**src/ocps_defines.vh**
```
// Offsets, field positions, reset values and codes of the command and page select block
`ifndef OCPS_DEFINES_VH
`define OCPS_DEFINES_VH

// ----------------------------------------------------------------
// Register indices and byte addresses (byte address = 4 * index)
// ----------------------------------------------------------------
`define OCPS_IDX_SECURITY_KEY 16'h4008
`define OCPS_IDX_NV_MEMORY_COMMAND_CONTROL 16'h400A
`define OCPS_IDX_STATUS 16'h4010
`define OCPS_ADDR_W 20
`define OCPS_ADDR_SECURITY_KEY 20'h10020
`define OCPS_ADDR_CONTROL 20'h10028
`define OCPS_ADDR_STATUS 20'h10040

// ----------------------------------------------------------------
// Control register fields
// ----------------------------------------------------------------
`define OCPS_BIT_TARGET 13
`define OCPS_BIT_VERIFY 10
`define OCPS_BIT_WRITE 9
`define OCPS_BIT_READ 8
`define OCPS_MARGIN_HI 7
`define OCPS_MARGIN_LO 6
`define OCPS_BIT_ALL_PAGES 5
`define OCPS_PAGE_HI 1
`define OCPS_PAGE_LO 0

// ----------------------------------------------------------------
// Status register fields
// ----------------------------------------------------------------
`define OCPS_ST_BUSY 0
`define OCPS_ST_REJECT 1
`define OCPS_ST_FAIL 2
`define OCPS_ST_UNLOCKED 3

// ----------------------------------------------------------------
// Reset values and codes
// ----------------------------------------------------------------
`define OCPS_UNLOCK_KEY 16'h9716
`define OCPS_KEY_RESET 16'h0000
`define OCPS_TARGET_RESET 1'b1
`define OCPS_MARGIN_RESET 2'h0
`define OCPS_PAGE_RESET 2'h0
`define OCPS_MARGIN_RESERVED 2'h1
`define OCPS_PAGE_RESERVED 2'h3
`define OCPS_CFG_PAGE_BASE 3'h2
`define OCPS_OP_NONE 2'h0
`define OCPS_OP_READ 2'h1
`define OCPS_OP_WRITE 2'h2
`define OCPS_OP_VERIFY 2'h3
`define OCPS_RESP_OKAY 2'h0
`define OCPS_RESP_SLVERR 2'h2

`endif

```
**src/ocps_top.v**
```verilog
// Command, margin and page select register block with AXI4-Lite slave
//
// The AXI4-Lite register port was left to the implementer.
`timescale 1ns/1ps
`default_nettype none
`include "ocps_defines.vh"

module ocps_top
(
    input wire clk,
    input wire rst,
    input wire ce,
    input wire [`OCPS_ADDR_W-1:0] s_axi_awaddr,
    input wire s_axi_awvalid,
    output reg s_axi_awready,
    input wire [31:0] s_axi_wdata,
    input wire [3:0] s_axi_wstrb,
    input wire s_axi_wvalid,
    output reg s_axi_wready,
    output reg [1:0] s_axi_bresp,
    output reg s_axi_bvalid,
    input wire s_axi_bready,
    input wire [`OCPS_ADDR_W-1:0] s_axi_araddr,
    input wire s_axi_arvalid,
    output reg s_axi_arready,
    output reg [31:0] s_axi_rdata,
    output reg [1:0] s_axi_rresp,
    output reg s_axi_rvalid,
    input wire s_axi_rready,
    output reg mem_req,
    output reg [1:0] mem_op,
    output reg config_image_memory,
    output reg all_pages_select,
    output reg [2:0] mem_page,
    output reg [1:0] read_margin_select,
    input wire mem_done,
    input wire mem_fail
);

    // ----------------------------------------------------------------
    // State codes
    // ----------------------------------------------------------------
    localparam S_IDLE = 1'b0;
    localparam S_WAIT = 1'b1;

    // ----------------------------------------------------------------
    // Storage
    // ----------------------------------------------------------------
    reg state;
    reg [15:0] security_key;
    reg target_array;
    reg [1:0] margin;
    reg all_pages;
    reg [1:0] page;
    reg [1:0] active_op;
    reg reject_flag;
    reg fail_flag;
    reg aw_held;
    reg w_held;
    reg [`OCPS_ADDR_W-1:0] aw_addr;
    reg [31:0] w_data;
    reg [3:0] w_strb;

    // ----------------------------------------------------------------
    // Write decode
    // ----------------------------------------------------------------
    wire unlocked = (security_key == `OCPS_UNLOCK_KEY);
    wire do_write = aw_held && w_held && !s_axi_bvalid;
    wire wr_key = do_write && (aw_addr == `OCPS_ADDR_SECURITY_KEY);
    wire wr_ctl = do_write && (aw_addr == `OCPS_ADDR_CONTROL);
    wire wr_sts = do_write && (aw_addr == `OCPS_ADDR_STATUS) && w_strb[0];
    wire wr_hit = wr_key || wr_ctl || (do_write && (aw_addr == `OCPS_ADDR_STATUS));
    wire lo_lane = wr_ctl && w_strb[0];
    wire hi_lane = wr_ctl && w_strb[1] && unlocked;

    // Field values as they stand after this write
    wire [1:0] new_margin = lo_lane && unlocked ?
        w_data[`OCPS_MARGIN_HI:`OCPS_MARGIN_LO] : margin;
    wire new_all = lo_lane ? w_data[`OCPS_BIT_ALL_PAGES] : all_pages;
    wire [1:0] new_page = lo_lane ? w_data[`OCPS_PAGE_HI:`OCPS_PAGE_LO] : page;
    wire new_target = hi_lane ? w_data[`OCPS_BIT_TARGET] : target_array;

    // Command decode; a zero command bit does nothing
    reg [1:0] req_op;
    always @*
    begin
        req_op = `OCPS_OP_NONE;
        if (hi_lane && w_data[`OCPS_BIT_READ])
            req_op = `OCPS_OP_READ;
        else if (hi_lane && w_data[`OCPS_BIT_VERIFY])
            req_op = `OCPS_OP_VERIFY;
        else if (hi_lane && w_data[`OCPS_BIT_WRITE])
            req_op = `OCPS_OP_WRITE;
    end

    // Reserved margin blocks a read or verify; reserved page blocks an image access without all pages
    wire margin_bad = (new_margin == `OCPS_MARGIN_RESERVED) &&
        (req_op == `OCPS_OP_READ || req_op == `OCPS_OP_VERIFY);
    wire page_bad = !new_target && !new_all &&
        (new_page == `OCPS_PAGE_RESERVED);
    wire cmd_seen = (req_op != `OCPS_OP_NONE) && (state == S_IDLE);
    wire launch = cmd_seen && !margin_bad && !page_bad;
    wire rejected = cmd_seen && (margin_bad || page_bad);

    // Page mapping per target
    wire [2:0] mapped_page = new_target ? {1'b0, new_page} :
        ({1'b0, new_page} + `OCPS_CFG_PAGE_BASE);

    // ----------------------------------------------------------------
    // Read data
    // ----------------------------------------------------------------
    wire [15:0] ctl_view = {2'b00, target_array, 2'b00,
        active_op == `OCPS_OP_VERIFY, active_op == `OCPS_OP_WRITE,
        active_op == `OCPS_OP_READ, margin, all_pages, 3'b000, page};
    wire [15:0] sts_view = {12'h000, unlocked, fail_flag, reject_flag, state};
    reg [31:0] rd_word;
    reg rd_hit;
    always @*
    begin
        rd_word = 32'h00000000;
        rd_hit = 1'b1;
        case (s_axi_araddr)
            `OCPS_ADDR_SECURITY_KEY: rd_word = {16'h0000, security_key};
            `OCPS_ADDR_CONTROL: rd_word = {16'h0000, ctl_view};
            `OCPS_ADDR_STATUS: rd_word = {16'h0000, sts_view};
            default: rd_hit = 1'b0;
        endcase
    end

    // ----------------------------------------------------------------
    // AXI4-Lite channels
    // ----------------------------------------------------------------
    always @(posedge clk or posedge rst)
    begin
        if (rst)
        begin
            s_axi_awready <= 1'b1;
            s_axi_wready <= 1'b1;
            s_axi_bvalid <= 1'b0;
            s_axi_bresp <= `OCPS_RESP_OKAY;
            s_axi_arready <= 1'b1;
            s_axi_rvalid <= 1'b0;
            s_axi_rdata <= 32'h00000000;
            s_axi_rresp <= `OCPS_RESP_OKAY;
            aw_held <= 1'b0;
            w_held <= 1'b0;
            aw_addr <= {`OCPS_ADDR_W{1'b0}};
            w_data <= 32'h00000000;
            w_strb <= 4'h0;
        end
        else if (ce)
        begin
            if (s_axi_awvalid && s_axi_awready)
            begin
                aw_held <= 1'b1;
                aw_addr <= s_axi_awaddr;
                s_axi_awready <= 1'b0;
            end
            if (s_axi_wvalid && s_axi_wready)
            begin
                w_held <= 1'b1;
                w_data <= s_axi_wdata;
                w_strb <= s_axi_wstrb;
                s_axi_wready <= 1'b0;
            end
            if (do_write)
            begin
                aw_held <= 1'b0;
                w_held <= 1'b0;
                s_axi_bvalid <= 1'b1;
                s_axi_bresp <= wr_hit ? `OCPS_RESP_OKAY : `OCPS_RESP_SLVERR;
            end
            if (s_axi_bvalid && s_axi_bready)
            begin
                s_axi_bvalid <= 1'b0;
                s_axi_awready <= 1'b1;
                s_axi_wready <= 1'b1;
            end
            if (s_axi_arvalid && s_axi_arready)
            begin
                s_axi_arready <= 1'b0;
                s_axi_rvalid <= 1'b1;
                s_axi_rdata <= rd_word;
                s_axi_rresp <= rd_hit ? `OCPS_RESP_OKAY : `OCPS_RESP_SLVERR;
            end
            if (s_axi_rvalid && s_axi_rready)
            begin
                s_axi_rvalid <= 1'b0;
                s_axi_arready <= 1'b1;
            end
        end
    end

    // ----------------------------------------------------------------
    // Registers and command sequencer
    // ----------------------------------------------------------------
    always @(posedge clk or posedge rst)
    begin
        if (rst)
        begin
            state <= S_IDLE;
            security_key <= `OCPS_KEY_RESET;
            target_array <= `OCPS_TARGET_RESET;
            margin <= `OCPS_MARGIN_RESET;
            all_pages <= 1'b0;
            page <= `OCPS_PAGE_RESET;
            active_op <= `OCPS_OP_NONE;
            reject_flag <= 1'b0;
            fail_flag <= 1'b0;
            mem_req <= 1'b0;
            mem_op <= `OCPS_OP_NONE;
            config_image_memory <= 1'b0;
            all_pages_select <= 1'b0;
            mem_page <= 3'h0;
            read_margin_select <= `OCPS_MARGIN_RESET;
        end
        else if (ce)
        begin
            mem_req <= 1'b0;
            if (wr_key)
            begin
                if (w_strb[0])
                    security_key[7:0] <= w_data[7:0];
                if (w_strb[1])
                    security_key[15:8] <= w_data[15:8];
            end
            // Selections are frozen while a command is running
            if (state == S_IDLE)
            begin
                margin <= new_margin;
                all_pages <= new_all;
                page <= new_page;
                target_array <= new_target;
            end
            // Sticky flags: a new event wins over a clear
            if (wr_sts && w_data[`OCPS_ST_REJECT])
                reject_flag <= 1'b0;
            if (wr_sts && w_data[`OCPS_ST_FAIL])
                fail_flag <= 1'b0;
            if (rejected)
                reject_flag <= 1'b1;
            case (state)
                S_IDLE:
                begin
                    if (launch)
                    begin
                        state <= S_WAIT;
                        active_op <= req_op;
                        mem_req <= 1'b1;
                        mem_op <= req_op;
                        config_image_memory <= !new_target;
                        all_pages_select <= new_all;
                        mem_page <= mapped_page;
                        read_margin_select <= new_margin;
                    end
                end
                S_WAIT:
                begin
                    if (mem_done)
                    begin
                        state <= S_IDLE;
                        active_op <= `OCPS_OP_NONE;
                        if (mem_fail)
                            fail_flag <= 1'b1;
                    end
                end
                default:
                begin
                    state <= S_IDLE;
                end
            endcase
        end
    end

endmodule // ocps_top
`default_nettype wire

```
**config.mk**
```make
export PLATFORM = sky130hd
export DESIGN_NAME = ocps_top
export DESIGN_NICKNAME = d
export VERILOG_FILES = /design/src/ocps_top.v
export VERILOG_INCLUDE_DIRS = /design/src
export SDC_FILE = /design/constraint.sdc
export NUM_CORES = 1
export LEC_CHECK = 0
export BUFFER_PORTS_ARGS = -buffer_cell sky130_fd_sc_hd__buf_2
export CORE_ASPECT_RATIO = 0.5
export CORE_UTILIZATION = 40
export DETAILED_ROUTE_END_ITERATION = 10
export SYNTH_ARGS = -nofsm -noshare
export SYNTH_HDL_FRONTEND = slang
export SYNTH_SLANG_ARGS = --single-unit
```
**constraint.sdc**
```tcl
create_clock -name clk -period 7.7 [get_ports clk]
set_input_delay 1.54 -clock clk [delete_from_list [all_inputs] [get_ports clk]]
set_output_delay 1.54 -clock clk [all_outputs]
set_load 0.05 [all_outputs]
```
After elaboration in Yosys (flattened, before gate mapping)
Cells that the tools add are included. W data, S select, Z words.

Output and inout bits: 51. Bits in registers: 118.

Equal/unequal tests: 16. Bitwise operators: 1. Reduce and logical (&&, ||, !) cells: 61. Add/subtract/negate cells: 1. Mux-type cells: 39.

Operators by type and width (number): $eq A20 B17 Y1 const B (6); $pmux W16 S3 (1); $logic_and A1 B1 Y1 (27); $mux W1 (26); $reduce_and A2 Y1 (12); $mux W2 (9); $eq A16 B16 Y1 const B (1); $reduce_bool A2 Y1 (8); $reduce_and A3 Y1 (4); $eq A2 B2 Y1 const B (4); $eq A2 B1 Y1 const B (3); $logic_not A1 Y1 (5); $logic_or A1 B1 Y1 (4); $ne A2 B2 Y1 const B (2); $pmux W2 S2 (1); $add A2 B2 Y3 const B (1); $mux W3 (1); $reduce_or A3 Y1 (1); $pmux W1 S2 (1); $not A1 Y1 (1).

Logic depth before layout (Yosys ltp)
Gate-level depths: netlist (run 1).

Depth in word-level cells: 17. Gate-level depth with buffers: 8. Mapped depth without buffers: 6.

Least setup slack after synthesis (run 1)
OpenSTA, ideal clock, no wires.

Path kind: input-to-reg. Start: in s_axi_araddr[13]. End: reg s_axi_rdata[3]. Cell stages on the path: 7. Arrival time: 3221 ps. Required time: 7617 ps. Setup slack: 4397 ps. Cell sequence: or4_1 > nor2_1 > nor4b_1 > nor2b_1 > clkbuf_1 > a22oi_1 > o21ai_0.

Longest elaborated chain between the ends: 2. Elaborated cells between the ends (all ways): 4. Those cells by class: eq/ne: 3; mux: 1.

RTL lines: from (decl) (line ocps_top.v:23) `` input wire [`OCPS_ADDR_W-1:0] s_axi_araddr, ``; $eq A20 B17 Y1 (line ocps_top.v:122) `case (s_axi_araddr)`; $pmux W16 S3 (*) (line ocps_top.v:122); to (signal assigned) (line ocps_top.v:183) `s_axi_rdata <= rd_word;`; to (decl) (line ocps_top.v:26) `output reg [31:0] s_axi_rdata,`.

Every way passes the cells marked *; elsewhere a longest branch is shown, timed or not. A chain may end at the register's enable or synchronous reset.

Final worst setup path (run 1)
Ends and elaborated chain as after synthesis.

==> results of run 1 <==
[worst max-delay path: stages]
cell and delay (ns):
buf_2 0.09, or4_1 0.55, nor2_1 0.14, nor4b_1 0.71, nor2b_1 0.53, a22oi_1 0.17
o21ai_0 0.15
[routing by layer]
layer	routed length, microns	share of wire	global-route usage	vias to the layer above
li1	-	-	-	1550
met1	5205	0.51	0.2531	1583
met2	4378	0.43	0.2662	104
met3	606	0.059	0.05908	4
met4	51	0.0050	0.04653	0
met5	0	0	0	-
[synth_stat cells, types with 2 or more instances]
cell and count:
o21ai_0 11, nor2_1 11, nand3_1 9, and3b_1 3
nor2b_1 6, a31oi_1 5, nand2_1 49, inv_1 3
dfrtp_1 96, nand2b_1 3, nand4_1 2, mux2_4 6
dfstp_2 4, a21o_2 2, buf_4 18, nand3b_1 2
nor4_1 11, o31ai_1 8, nor3_1 2, mux2i_1 7
a32o_1 3, mux2i_2 2, a21oi_1 3, clkbuf_1 12
or4_1 2, o2bb2ai_1 2, or4bb_1 2, and3_1 3
nor4b_1 3, a22oi_1 4, mux2_2 67
[flip-flops by register name, summed over array words and instances, names as in the netlist, 3 cells and up]
name,flops
aw_addr,20
w_data,16
s_axi_rdata,16
mem_page,3
security_key,16
[kinds of logic (layout without fill, tap and decap cells)]
logic type	count (synthesis)	count (layout)	share of synthesized area
AOI/OAI and AO/OA	43	43	0.06628
adders and majority gates	1	1	0.002672
buffers and inverters	36	122	0.04596
DFF	100	100	0.5355
muxes	82	82	0.2012
other	1	18	0.0008009
and+or+nand+nor	121	121	0.1475
[cells in the final DEF (no fill, tap or decap), drive strengths merged, types with 5 or more instances in the layout]
cell type / n
mux2: 73
o21ai: 11
nor2b: 6
clkbuf: 12
a31oi: 5
nand2: 49
conb: 18
nand3: 9
dfrtp: 96
nor4: 12
o31ai: 8
nor2: 11
mux2i: 9
buf: 103
[power groups by stage]
stage	sequential (mW)	clock, mW	combinational (mW)
2_1_floorplan	0.537	0	0.0429
3_3_place_gp	0.537	0	0.0586
3_5_place_dp	0.538	0	0.0590
4_1_cts	0.528	0.534	0.0590
5_1_grt	0.527	0.554	0.0645
6_report	0.528	0.521	0.0578
[cell type report]
class	count	area, sq um	area share
inverter	3	13.76	0.002450
multi-input combinational	265	2023	0.3601
timing repair buffer	103	523.0	0.09310
tap	159	198.9	0.03541
sequential	100	2507	0.4463
clock inverter	4	95.09	0.01693
clock buffer	12	256.5	0.04566
[how the worst max path moves through the flow]
stage | slack, ns | end | startpoint | depth (start not counted)
final | 4.09 | s_axi_rdata[3] | s_axi_araddr[13] | 7
after global routing | 3.85 | s_axi_rdata[2] | s_axi_araddr[13] | 7
after CTS | 4.09 | s_axi_rdata[3] | s_axi_araddr[13] | 7
after detailed placement | 3.74 | s_axi_rdata[3] | s_axi_araddr[13] | 7
after global placement | 3.85 | s_axi_rdata[3] | s_axi_araddr[13] | 7
after floorplan | 3.55 | active_op[0] | rst | 1
[metrics by stage]
step                      setup WS (ns)  instance area [sq um]  utilization
after detailed placement          3.741                   5266       0.4710
after CTS                         4.090                   5618       0.5024
after global placement            3.854                   5266       0.4710
final                             4.085                   5618       0.5024
after global routing              3.846                   5618       0.5024
after floorplan                   3.548                   4746            -
==> reports/summary.md, run 1 <==
The run finished with clean final reports. The cell area that synthesis handed to floorplanning was 4682 sq um. The number of placed instances, taps included, is 630. The number of top-level design ports came out at 137. dfrtp_1 takes more of the synthesized area than any other cell.

The diode insertion count for antenna repair was 0. Startpoint kind of the worst setup timing path: an input port. The count of standard-cell rows is 27.

Setup repair after global routing left no endpoint under its margin. Global routing finished with a remaining overflow of 0. The worst-case IR drop observed on VDD is 0.0001086 V. The unique cell type count in the Yosys netlist was 54; the number of buffers added for setup after CTS was 0.

Hold timing on the final database bottoms out at a slack of 0.4731 ns. The worst clock skew came out at 0.006098 ns. For the combinational fraction of design power, the log shows 0.052. The worst register-to-register path has a depth of 6. The number of inserted filler cells in the final layout was 1009; the leakage power total was 2.850 nW. The net total in the final layout is 569, and the share of the synthesized area in the top cell type is 0.5131. After routing, the total negative slack on setup checks comes to 0 ns. For the area of the die, the log shows 12170 sq um.

The tools report the cell at the root of the clock tree as clkbuf_16. Along the worst hold path, the cell count comes to 2. After synthesis, the cell types taking the most area are dfrtp_1, mux2_2, nand2_1. The run gives 2 as the worst-case clock buffer depth.

In this run the vertical extent of the chip is 78.50 microns. The share of the yosys chip area belonging to registers is 0.5355. Endpoint of the worst-slack reg-to-reg timing path: mem_op[0]. After detailed routing, the number of remaining DRC violations is 0. Routability-driven placement finished with a final weighted congestion of 0.8612. The number of enable-type register cells in the synthesized netlist is 0. In this run the horizontal extent of the chip is 155.0 microns. The path class of the tightest hold or removal check is flop to flop. The worst register-to-register path begins at aw_addr[4]. The number of antenna violations at the first check in global routing is 0. The relative contribution of sequential cells to total power was 0.477. The share of async-settable or async-resettable flops after synthesis is 1.000, and the number of buffers inserted by hold repair at cts is 0.

The highest net fanout along the worst path came out at 7. The final route contains 3241 vias. STA puts the critical path data arrival time at 3.88 ns.

The average footprint of a synthesized cell was 12.19 sq um; the number of buffers added by the clock tree synthesis step was 9. For this run, the leading register cell type out of synthesis is dfrtp_1. The time the worst path needs with I/O delays and setup works out to 3.615 ns. TritonCTS built the clock tree. For the net load switching power, the log shows 0.2291 mW.

The global-route usage over all layers is 0.1803, and the count of placed standard cells in the final layout, fillers left out is 646. The tools report the critical path data required time as 7.96 ns. For this run, the top clock speed supported by timing is 276.6 MHz. The largest net degree at the start of global routing was 84. Setup violations remaining at the end of the flow were counted as 0. The endpoint class of the critical path is a flop. The run gives 0 as the final hold violation count. The total wire length is 10240 microns, and the total count of max-transition violations in the final report is 0. The clock share of power is 0.471. In this run, synthesis produced a sequential element count of 100. The first global-routing pass estimated 16650 microns of wire.

The ratio of total power to cell area is 197.0 nW/um^2. The number of DRC markers in iteration 0 is 127. The hold path startpoint was s_axi_rdata[13].

Input and output buffers added on the ports amount to 100. The tools report the placeable core region as 11180 sq um. The first detailed-routing pass took 4 iterations.

The completed layout was analyzed and its total power is 1.107 mW. The measured slew at the worst slew-check pin is 1.034 ns, and the proportion of total power due to net switching is 0.2070. The final critical-path share of the clock period is 0.4695, and the total internal power is 0.8775 mW. The max-slew headroom at the worst pin was 0.3107. Clock-pin slew was measured on the worst setup and hold paths at 0.07 ns. Compared with the post-synthesis result, the final layout area differs by 19.99%.

For hold timing, the worst endpoint is s_axi_rdata[13]. During synthesis, Yosys emitted a total of 0 warnings. Clock insertion delay at the later pin of the skew report: 0.34 ns.

The category of the critical setup timing path was input port to flop. For the total half-perimeter wirelength after legalization and detailed placement, the log shows 7510 microns. The logs give 0 for the post-cts resize count and 3167 for the number of global-route vias before repair. Across the run, the number of max-cap violations was 0. The fraction of layout instances using a drive strength above 1 is 0.4312, and the total clock sinks is 100.

In this run the number of H-tree levels came out at 3. The worst register-to-register path has a setup slack of 4.72 ns. Once detail routing completed, the nets flagged for antenna violations numbered 0.

After detailed routing, the number of vias per cell comes to 5.017. After technology mapping, the gate count stands at 384. The final routed wire length divided by cell count was 15.85 microns; the starting density of the core was 0.4187.
Power figures use the tool's default switching activity.
==> run 2, diff against run 1 <==
==> constraint.sdc (replaced) <==
create_clock -name clk -period 3.38 [get_ports clk]
set_input_delay 0.676 -clock clk [delete_from_list [all_inputs] [get_ports clk]]
set_output_delay 0.676 -clock clk [all_outputs]
set_load 0.05 [all_outputs]
==> run 2 against run 1 <==
Against the previous run:
- sequential cell count unchanged
- count of clock-buffer cells in the layout is 1 lower
- largest power group unchanged
- sequential share of layout area rose by 0.12 points
- worst setup slack got worse by 3.7 ns
- hold slack worse by 0.0099 ns
- clock power grew 80%
- total power is 110% higher
- combinational power up 140%
- register-to-register slack got worse by 4.3 ns
- die area did not move
- critical path type is now flop to flop
- clock skew rose by 0.0016 ns
- cell area shrank 0.27%
==> reports/summary.md, run 2 (synthesized netlist as in run 1, its figures left out) <==
The worst setup path is captured at a flop. Detailed-routing iteration count for the pre-antenna-repair pass: 4. After clock tree synthesis, the clock-pin slew on the worst setup and hold paths is 0.07 ns. The run gives 0 as the post-cts resize count.

The fraction of layout instances using a drive strength above 1 was 0.4372. Number of top-level design ports: 137. The detailed router placed 3247 vias in this run. The layout has 1039 filler cells. After floorplanning, the core was divided into 27 placement rows. Using the TritonRoute via totals, the vias-per-cell ratio works out to 4.972. In this run the worst path has a maximum fanout of 12.

The count of buffers inserted at the top-level ports was 100. At the end of routability-driven placement, the weighted congestion stood at 0.8688. The logs give 335.0 MHz for the highest achievable clock rate and 5603 sq um for the total non-filler cell area in the finished layout. The total internal power was 1.743 mW. Across all setup checks in the final design, the least slack found is 0.3952 ns.

The total area inside the core boundary comes to 11180 sq um. Across the run, the number of max-cap violations was 0. Final routed DRC violation total: 0. The number of DRC markers in iteration 0 came out at 139. The final cell utilization of the core came out at 0.5011.

Dividing the detail-routed wire length by the instance count gives 15.74 microns. Counting every sink on the clock net gives 100. Hold repair after CTS inserted 0 buffers. The worst-case clock buffer depth was 2; the global-route usage over all layers was 0.1774.

The tools report the post-place instance area as 5331 sq um. The layout overhead on the synthesized area works out to 19.67%. The number of placed instances with taps included was 637. Setup repair after global routing left no endpoint under its margin. The top cell types in the final layout, fill and taps aside, are buf_2, dfrtp_1, mux2_2.

The proportion of total power due to net switching was 0.2346; the total count of max-transition violations in the final report was 0. For this design the static power due to leakage is 2.847 nW. The clock insertion delay at the later pin of the skew report came out at 0.33 ns. The max-slew headroom at the worst pin was 0.5202; the worst clock skew was 0.007691 ns.

The net total in the final layout was 576. The tightest hold path in the finished design has a slack of 0.4632 ns. The final critical-path share of the clock period was 0.8831. The critical path arrival is 3.20 ns, and the wire length of the first global-routing pass is 16530 microns. Setup violations remaining at the end of the flow were counted as 0. The run gives 3.60 ns as the critical path data required time.

The number of antenna diodes in the final layout is 0. The vertical extent of the die came out at 78.50 microns. The count of nets left with antenna violations once routing finished came out at 0. The die covers 12170 sq um. Leaving out fill and tap cells, the most frequent cell in the layout is buf_2.

The tools report the number of antenna violations at the first check in global routing as 0. The total grt overflow is 0. The logs give 0.412 for the clock share of power and 0.4813 ns for the placement-stage worst setup slack. The tightest min-delay check is of the input port to async pin type. STA classifies the critical path startpoint as a flop. After clock tree synthesis, the setup repair step added 0 buffers.

Summing internal, switching and leakage power gives 2.277 mW. The starting density of the core was 0.4187; the final hold violation count was 0. For the pin with the worst max-slew slack, the measured transition is 0.7197 ns. Combinational fraction of design power: 0.060. For the total wire length, the log shows 10280 microns. The die width came out at 155.0 microns. Summed over all nets, the half-perimeter wirelength after detailed placement is 7714 microns.

The run gives 0.528 as the relative contribution of sequential cells to total power. The number of global-route vias before repair is 3160, and the number of buffers added by the clock tree synthesis step is 9. The run finished with clean final reports. The time the worst path needs with I/O delays and setup was 2.985 ns. Across the VDD grid, the largest voltage drop is 0.0002344 V.

TritonCTS built the clock tree. The worst setup path is of the flop to flop kind. For the largest net degree at the start of global routing, the log shows 57.

The register name with the most flops is aw_addr. The cell sitting at the root of the clock tree is a clkbuf_16. Adding up every negative setup slack in the final design gives 0 ns.

The H-tree was split into 3 levels. The register with the most flip-flops in the layout has 20 of them. For the net load switching power, the log shows 0.5341 mW. Excluding fillers, the count of instances in the completed layout stands at 653. In this run the power density over the cells is 406.4 nW/um^2.
[run 2: layout make-up]
cell class / instances / area (sq um) / share of cell area
sequential: 100 / 2507 / 0.4475
multi-input combinational: 265 / 2023 / 0.3611
timing repair buffer: 110 / 588.1 / 0.1050
clock buffer: 11 / 232.7 / 0.04154
tap: 159 / 198.9 / 0.03551
inverter: 3 / 13.76 / 0.002456
clock inverter: 5 / 38.79 / 0.006923
[run 2: final timing paths]
kind / start / end / slack [ns] / cells past startpoint
setup / recovery: security_key[7] / mem_op[0] / 0.40 / 6
hold / removal: rst / aw_held / 0.46 / 2
setup reg to reg: security_key[7] / mem_op[0] / 0.40 / 6
hold reg to reg: s_axi_rdata[7] / s_axi_rdata[7] / 0.47 / 2
max in group asynchronous: rst / aw_addr[9] / 2.22 / 3
min in group clk: s_axi_rdata[7] / s_axi_rdata[7] / 0.47 / 2
[run 2: power groups by stage]
stage,Combinational (mW),Sequential (mW),Clock [mW]
after global routing,0.150,1.20,1.02
final,0.136,1.20,0.938
after detailed placement,0.139,1.22,0
after floorplan,0.0978,1.22,0
after global placement,0.138,1.22,0
after CTS,0.139,1.20,0.966
[run 2: per-layer routing]
metal,routed length [microns],GRT usage,up-vias
li1,-,-,1565
met4,60,0.03564,0
met3,681,0.05301,5
met2,4273,0.2599,110
met1,5263,0.2577,1567
met5,0,0,-
[run 2: critical path, cell delays in order (launching register included)]
cell      delay, ns
dfrtp_1        0.40
or4b_2         0.66
nor4_1         0.53
nor4bb_1       0.28
nand3_1        0.18
a21oi_4        0.43
mux2_2         0.39
==> run 3, diff against run 2 <==
--- a/config.mk
+++ b/config.mk
@@ -7,7 +7,7 @@
 export NUM_CORES = 1
 export LEC_CHECK = 0
 export BUFFER_PORTS_ARGS = -buffer_cell sky130_fd_sc_hd__buf_2
-export CORE_ASPECT_RATIO = 0.5
+export CORE_ASPECT_RATIO = 0.7
 export CORE_UTILIZATION = 40
 export DETAILED_ROUTE_END_ITERATION = 10
 export SYNTH_ARGS = -nofsm -noshare
==> constraint.sdc (replaced) <==
create_clock -name clk -period 3.4 [get_ports clk]
set_input_delay 0.68 -clock clk [delete_from_list [all_inputs] [get_ports clk]]
set_output_delay 0.68 -clock clk [all_outputs]
set_load 0.05 [all_outputs]
==> run 3 against run 2 <==
Against the previous run:
- die area shrank 0.16%
- critical path depth is the same
- wire length grew 0.23%
- sequential share of layout area grew 0.14 points
- sequential power is essentially flat
- cell count shrank 1.1%
- maximum frequency grew 1.6%
- via count grew 0.92%
- count of clock-buffer cells in the layout grew 2
- sequential cell count is the same
- clock skew is essentially flat
- combinational power is essentially flat
==> reports/summary.md, run 3 (synthesized netlist as in run 1, its figures left out) <==
The min-delay analysis places its worst path in the category input port to async pin. The time the worst path needs with I/O delays and setup works out to 2.937 ns. The floorplan has 32 rows. The total clock sinks was 100; the ratio of total power to cell area was 410.3 nW/um^2. The setup violation total in the final timing report is 0, and the total grt overflow is 0. For the number of nets still failing antenna checks after routing, the log shows 0. The largest individual stage delay along the critical path comes from the cell or4_4. The run gives 9 as the number of buffers added by the clock tree synthesis step. The worst setup path is of the flop to flop kind. The net count of the finished layout is 575.

The endpoint class of the critical path is a flop. The measured slew at the worst slew-check pin is 0.7236 ns. The run finished with clean final reports. More flip-flops sit in one register than any other, and that register is aw_addr. Final hold violation count: 0. Startpoint kind of the worst setup timing path: a flop.

In the final routed layout, each cell accounts on average for 15.95 microns. The tools report the final cell utilization of the core as 0.4982. Highest net fanout along the worst path: 12. The count of vias placed by the detailed router came out at 3277. The final critical-path share of the clock period was 0.8637. After detailed routing, the number of remaining DRC violations is 0. In this run the vertical extent of the chip is 92.52 microns.

The number of top-level design ports came out at 137. The post-detailed-route via-to-cell ratio is 5.073. TritonCTS built the clock tree. The count of buffers inserted at the top-level ports was 100; the critical path arrival was 3.16 ns. For the worst-skew pair, the clock arrives at the later sink with an insertion delay of 0.34 ns. Once the clock tree was built, the setup fixing pass inserted 0 buffers. The clock transition time at the flip-flop clock pins of the worst setup and hold paths is 0.07 ns, and the wire length of the first global-routing pass is 16670 microns.

Post-cts resize count: 0. For this run, the detailed router's first-pass iteration total came to 4. The tools report the global-route usage over all layers as 0.1791. Across the VDD grid, the largest voltage drop is 0.0002570 V. Traced cell by cell, the critical path runs through or4bb_1, or4_4, nor4_4, mux2i_2, a21oi_4, mux2_4.

The run gives 10300 microns as the total wire length. The critical path data required time was 3.62 ns; the number of buffers inserted by hold repair at cts was 0. Area of the die: 12150 sq um. Max-cap violations in this run came to 0. Most common cell after layout, fill and taps aside: buf_2.

The wire-length estimate of the detail-placed layout is 7786 microns. Fraction of layout instances using a drive strength above 1: 0.4361. The layout overhead on the synthesized area is 19.29%. The routability-driven placement congestion ratio is 0.8638, and the highest achievable clock rate is 340.5 MHz. The starting density of the core is 0.4176, and the number of global-route vias before repair is 3199.

The diode insertion count for antenna repair is 0, and the max-slew headroom at the worst pin is 0.5176. For this block, the initial DRC count from the detailed router was 199. On the worst path, the slowest cell contributes a delay of 0.59 ns. The sum of negative setup slack was 0 ns; the number of flip-flops under the largest register name was 20. The placeable core region came out at 11210 sq um. Category of cells accounting for the largest share of critical-path delay: simple AND/OR/NAND/NOR gates.

The run gives 1059 as the number of inserted filler cells in the final layout. Entering global routing, the biggest net connects 59 pins. The H-tree was split into 3 levels.

The number of antenna violations at the first check in global routing is 0. Setup repair after global routing left no endpoint under its margin. The library cells used most frequently in the layout, excluding fill and tap cells, are buf_2, dfrtp_1, mux2_2. The die is 131.3 microns wide.

Across the routed clock network, the largest skew measured is 0.007536 ns. The analysis attributes to cell leakage a power of 2.842 nW. The number of buffers and inverters on the critical path is 0.

The total count of max-transition violations in the final report is 0. The tools report the cell at the root of the clock tree as clkbuf_16. The clock passes through at most 2 buffers.
run 3: stage by stage:
| stage | instances | area [sq um] | hold slack, ns | power, mW | worst slack, ns |
|---|---|---|---|---|---|
| 2_1_floorplan | 401 | 4746 | 0.4487 | 1.314 | 0.1078 |
| 3_3_place_gp | 630 | 5304 | 0.4608 | 1.352 | 0.4992 |
| 3_5_place_dp | 630 | 5304 | 0.4654 | 1.354 | 0.4721 |
| 4_1_cts | 646 | 5585 | 0.4796 | 2.323 | 0.4632 |
| 5_1_grt | 646 | 5585 | 0.5109 | 2.379 | 0.3319 |
| 6_report | 646 | 5585 | 0.4560 | 2.292 | 0.4634 |
run 3: worst register-to-register path, stage by stage, from the launching register on:
cell	delay, ns
dfrtp_1	0.41
or4bb_1	0.57
or4_4	0.59
nor4_4	0.19
mux2i_2	0.48
a21oi_4	0.24
mux2_4	0.35
run 3: where the power goes:
part | total, mW | switching (mW) | internal, mW
clock network | 0.962 | 0.425 | 0.537
logic | 0.134 | 0.0965 | 0.0377
registers | 1.20 | 0.00204 | 1.19
total | 2.29 | 0.524 | 1.77
run 3: area by class of cell:
cell class              count  area (sq um)  area share
multi-input cells         265          2023      0.3622
well taps                 153         191.4     0.03427
clock buffers              13         260.3     0.04660
clock inverters             3         21.27    0.003808
repair buffers            109         568.0      0.1017
flip-flops and latches    100          2507      0.4489
inverters                   3         13.76    0.002464
run 3: path summary, 6_finish.rpt:
| path | startpoint | to | slack (ns) | cells past startpoint |
|---|---|---|---|---|
| min reg2reg | s_axi_rdata[7] | s_axi_rdata[7] | 0.47 | 2 |
| min | rst | aw_addr[9] | 0.46 | 2 |
| max reg2reg | security_key[3] | mem_op[1] | 0.46 | 6 |
| max in group asynchronous | rst | w_data[15] | 2.17 | 3 |
| max | security_key[3] | mem_op[1] | 0.46 | 6 |
| min in group clk | s_axi_rdata[7] | s_axi_rdata[7] | 0.47 | 2 |
run 3: metal layers:
metal	GRT usage	vias up	part of all wire
li1	-	1560	-
met1	0.2705	1634	0.53
met2	0.2513	74	0.42
met3	0.04543	9	0.043
met4	0.04845	0	0.0088
met5	0	-	0
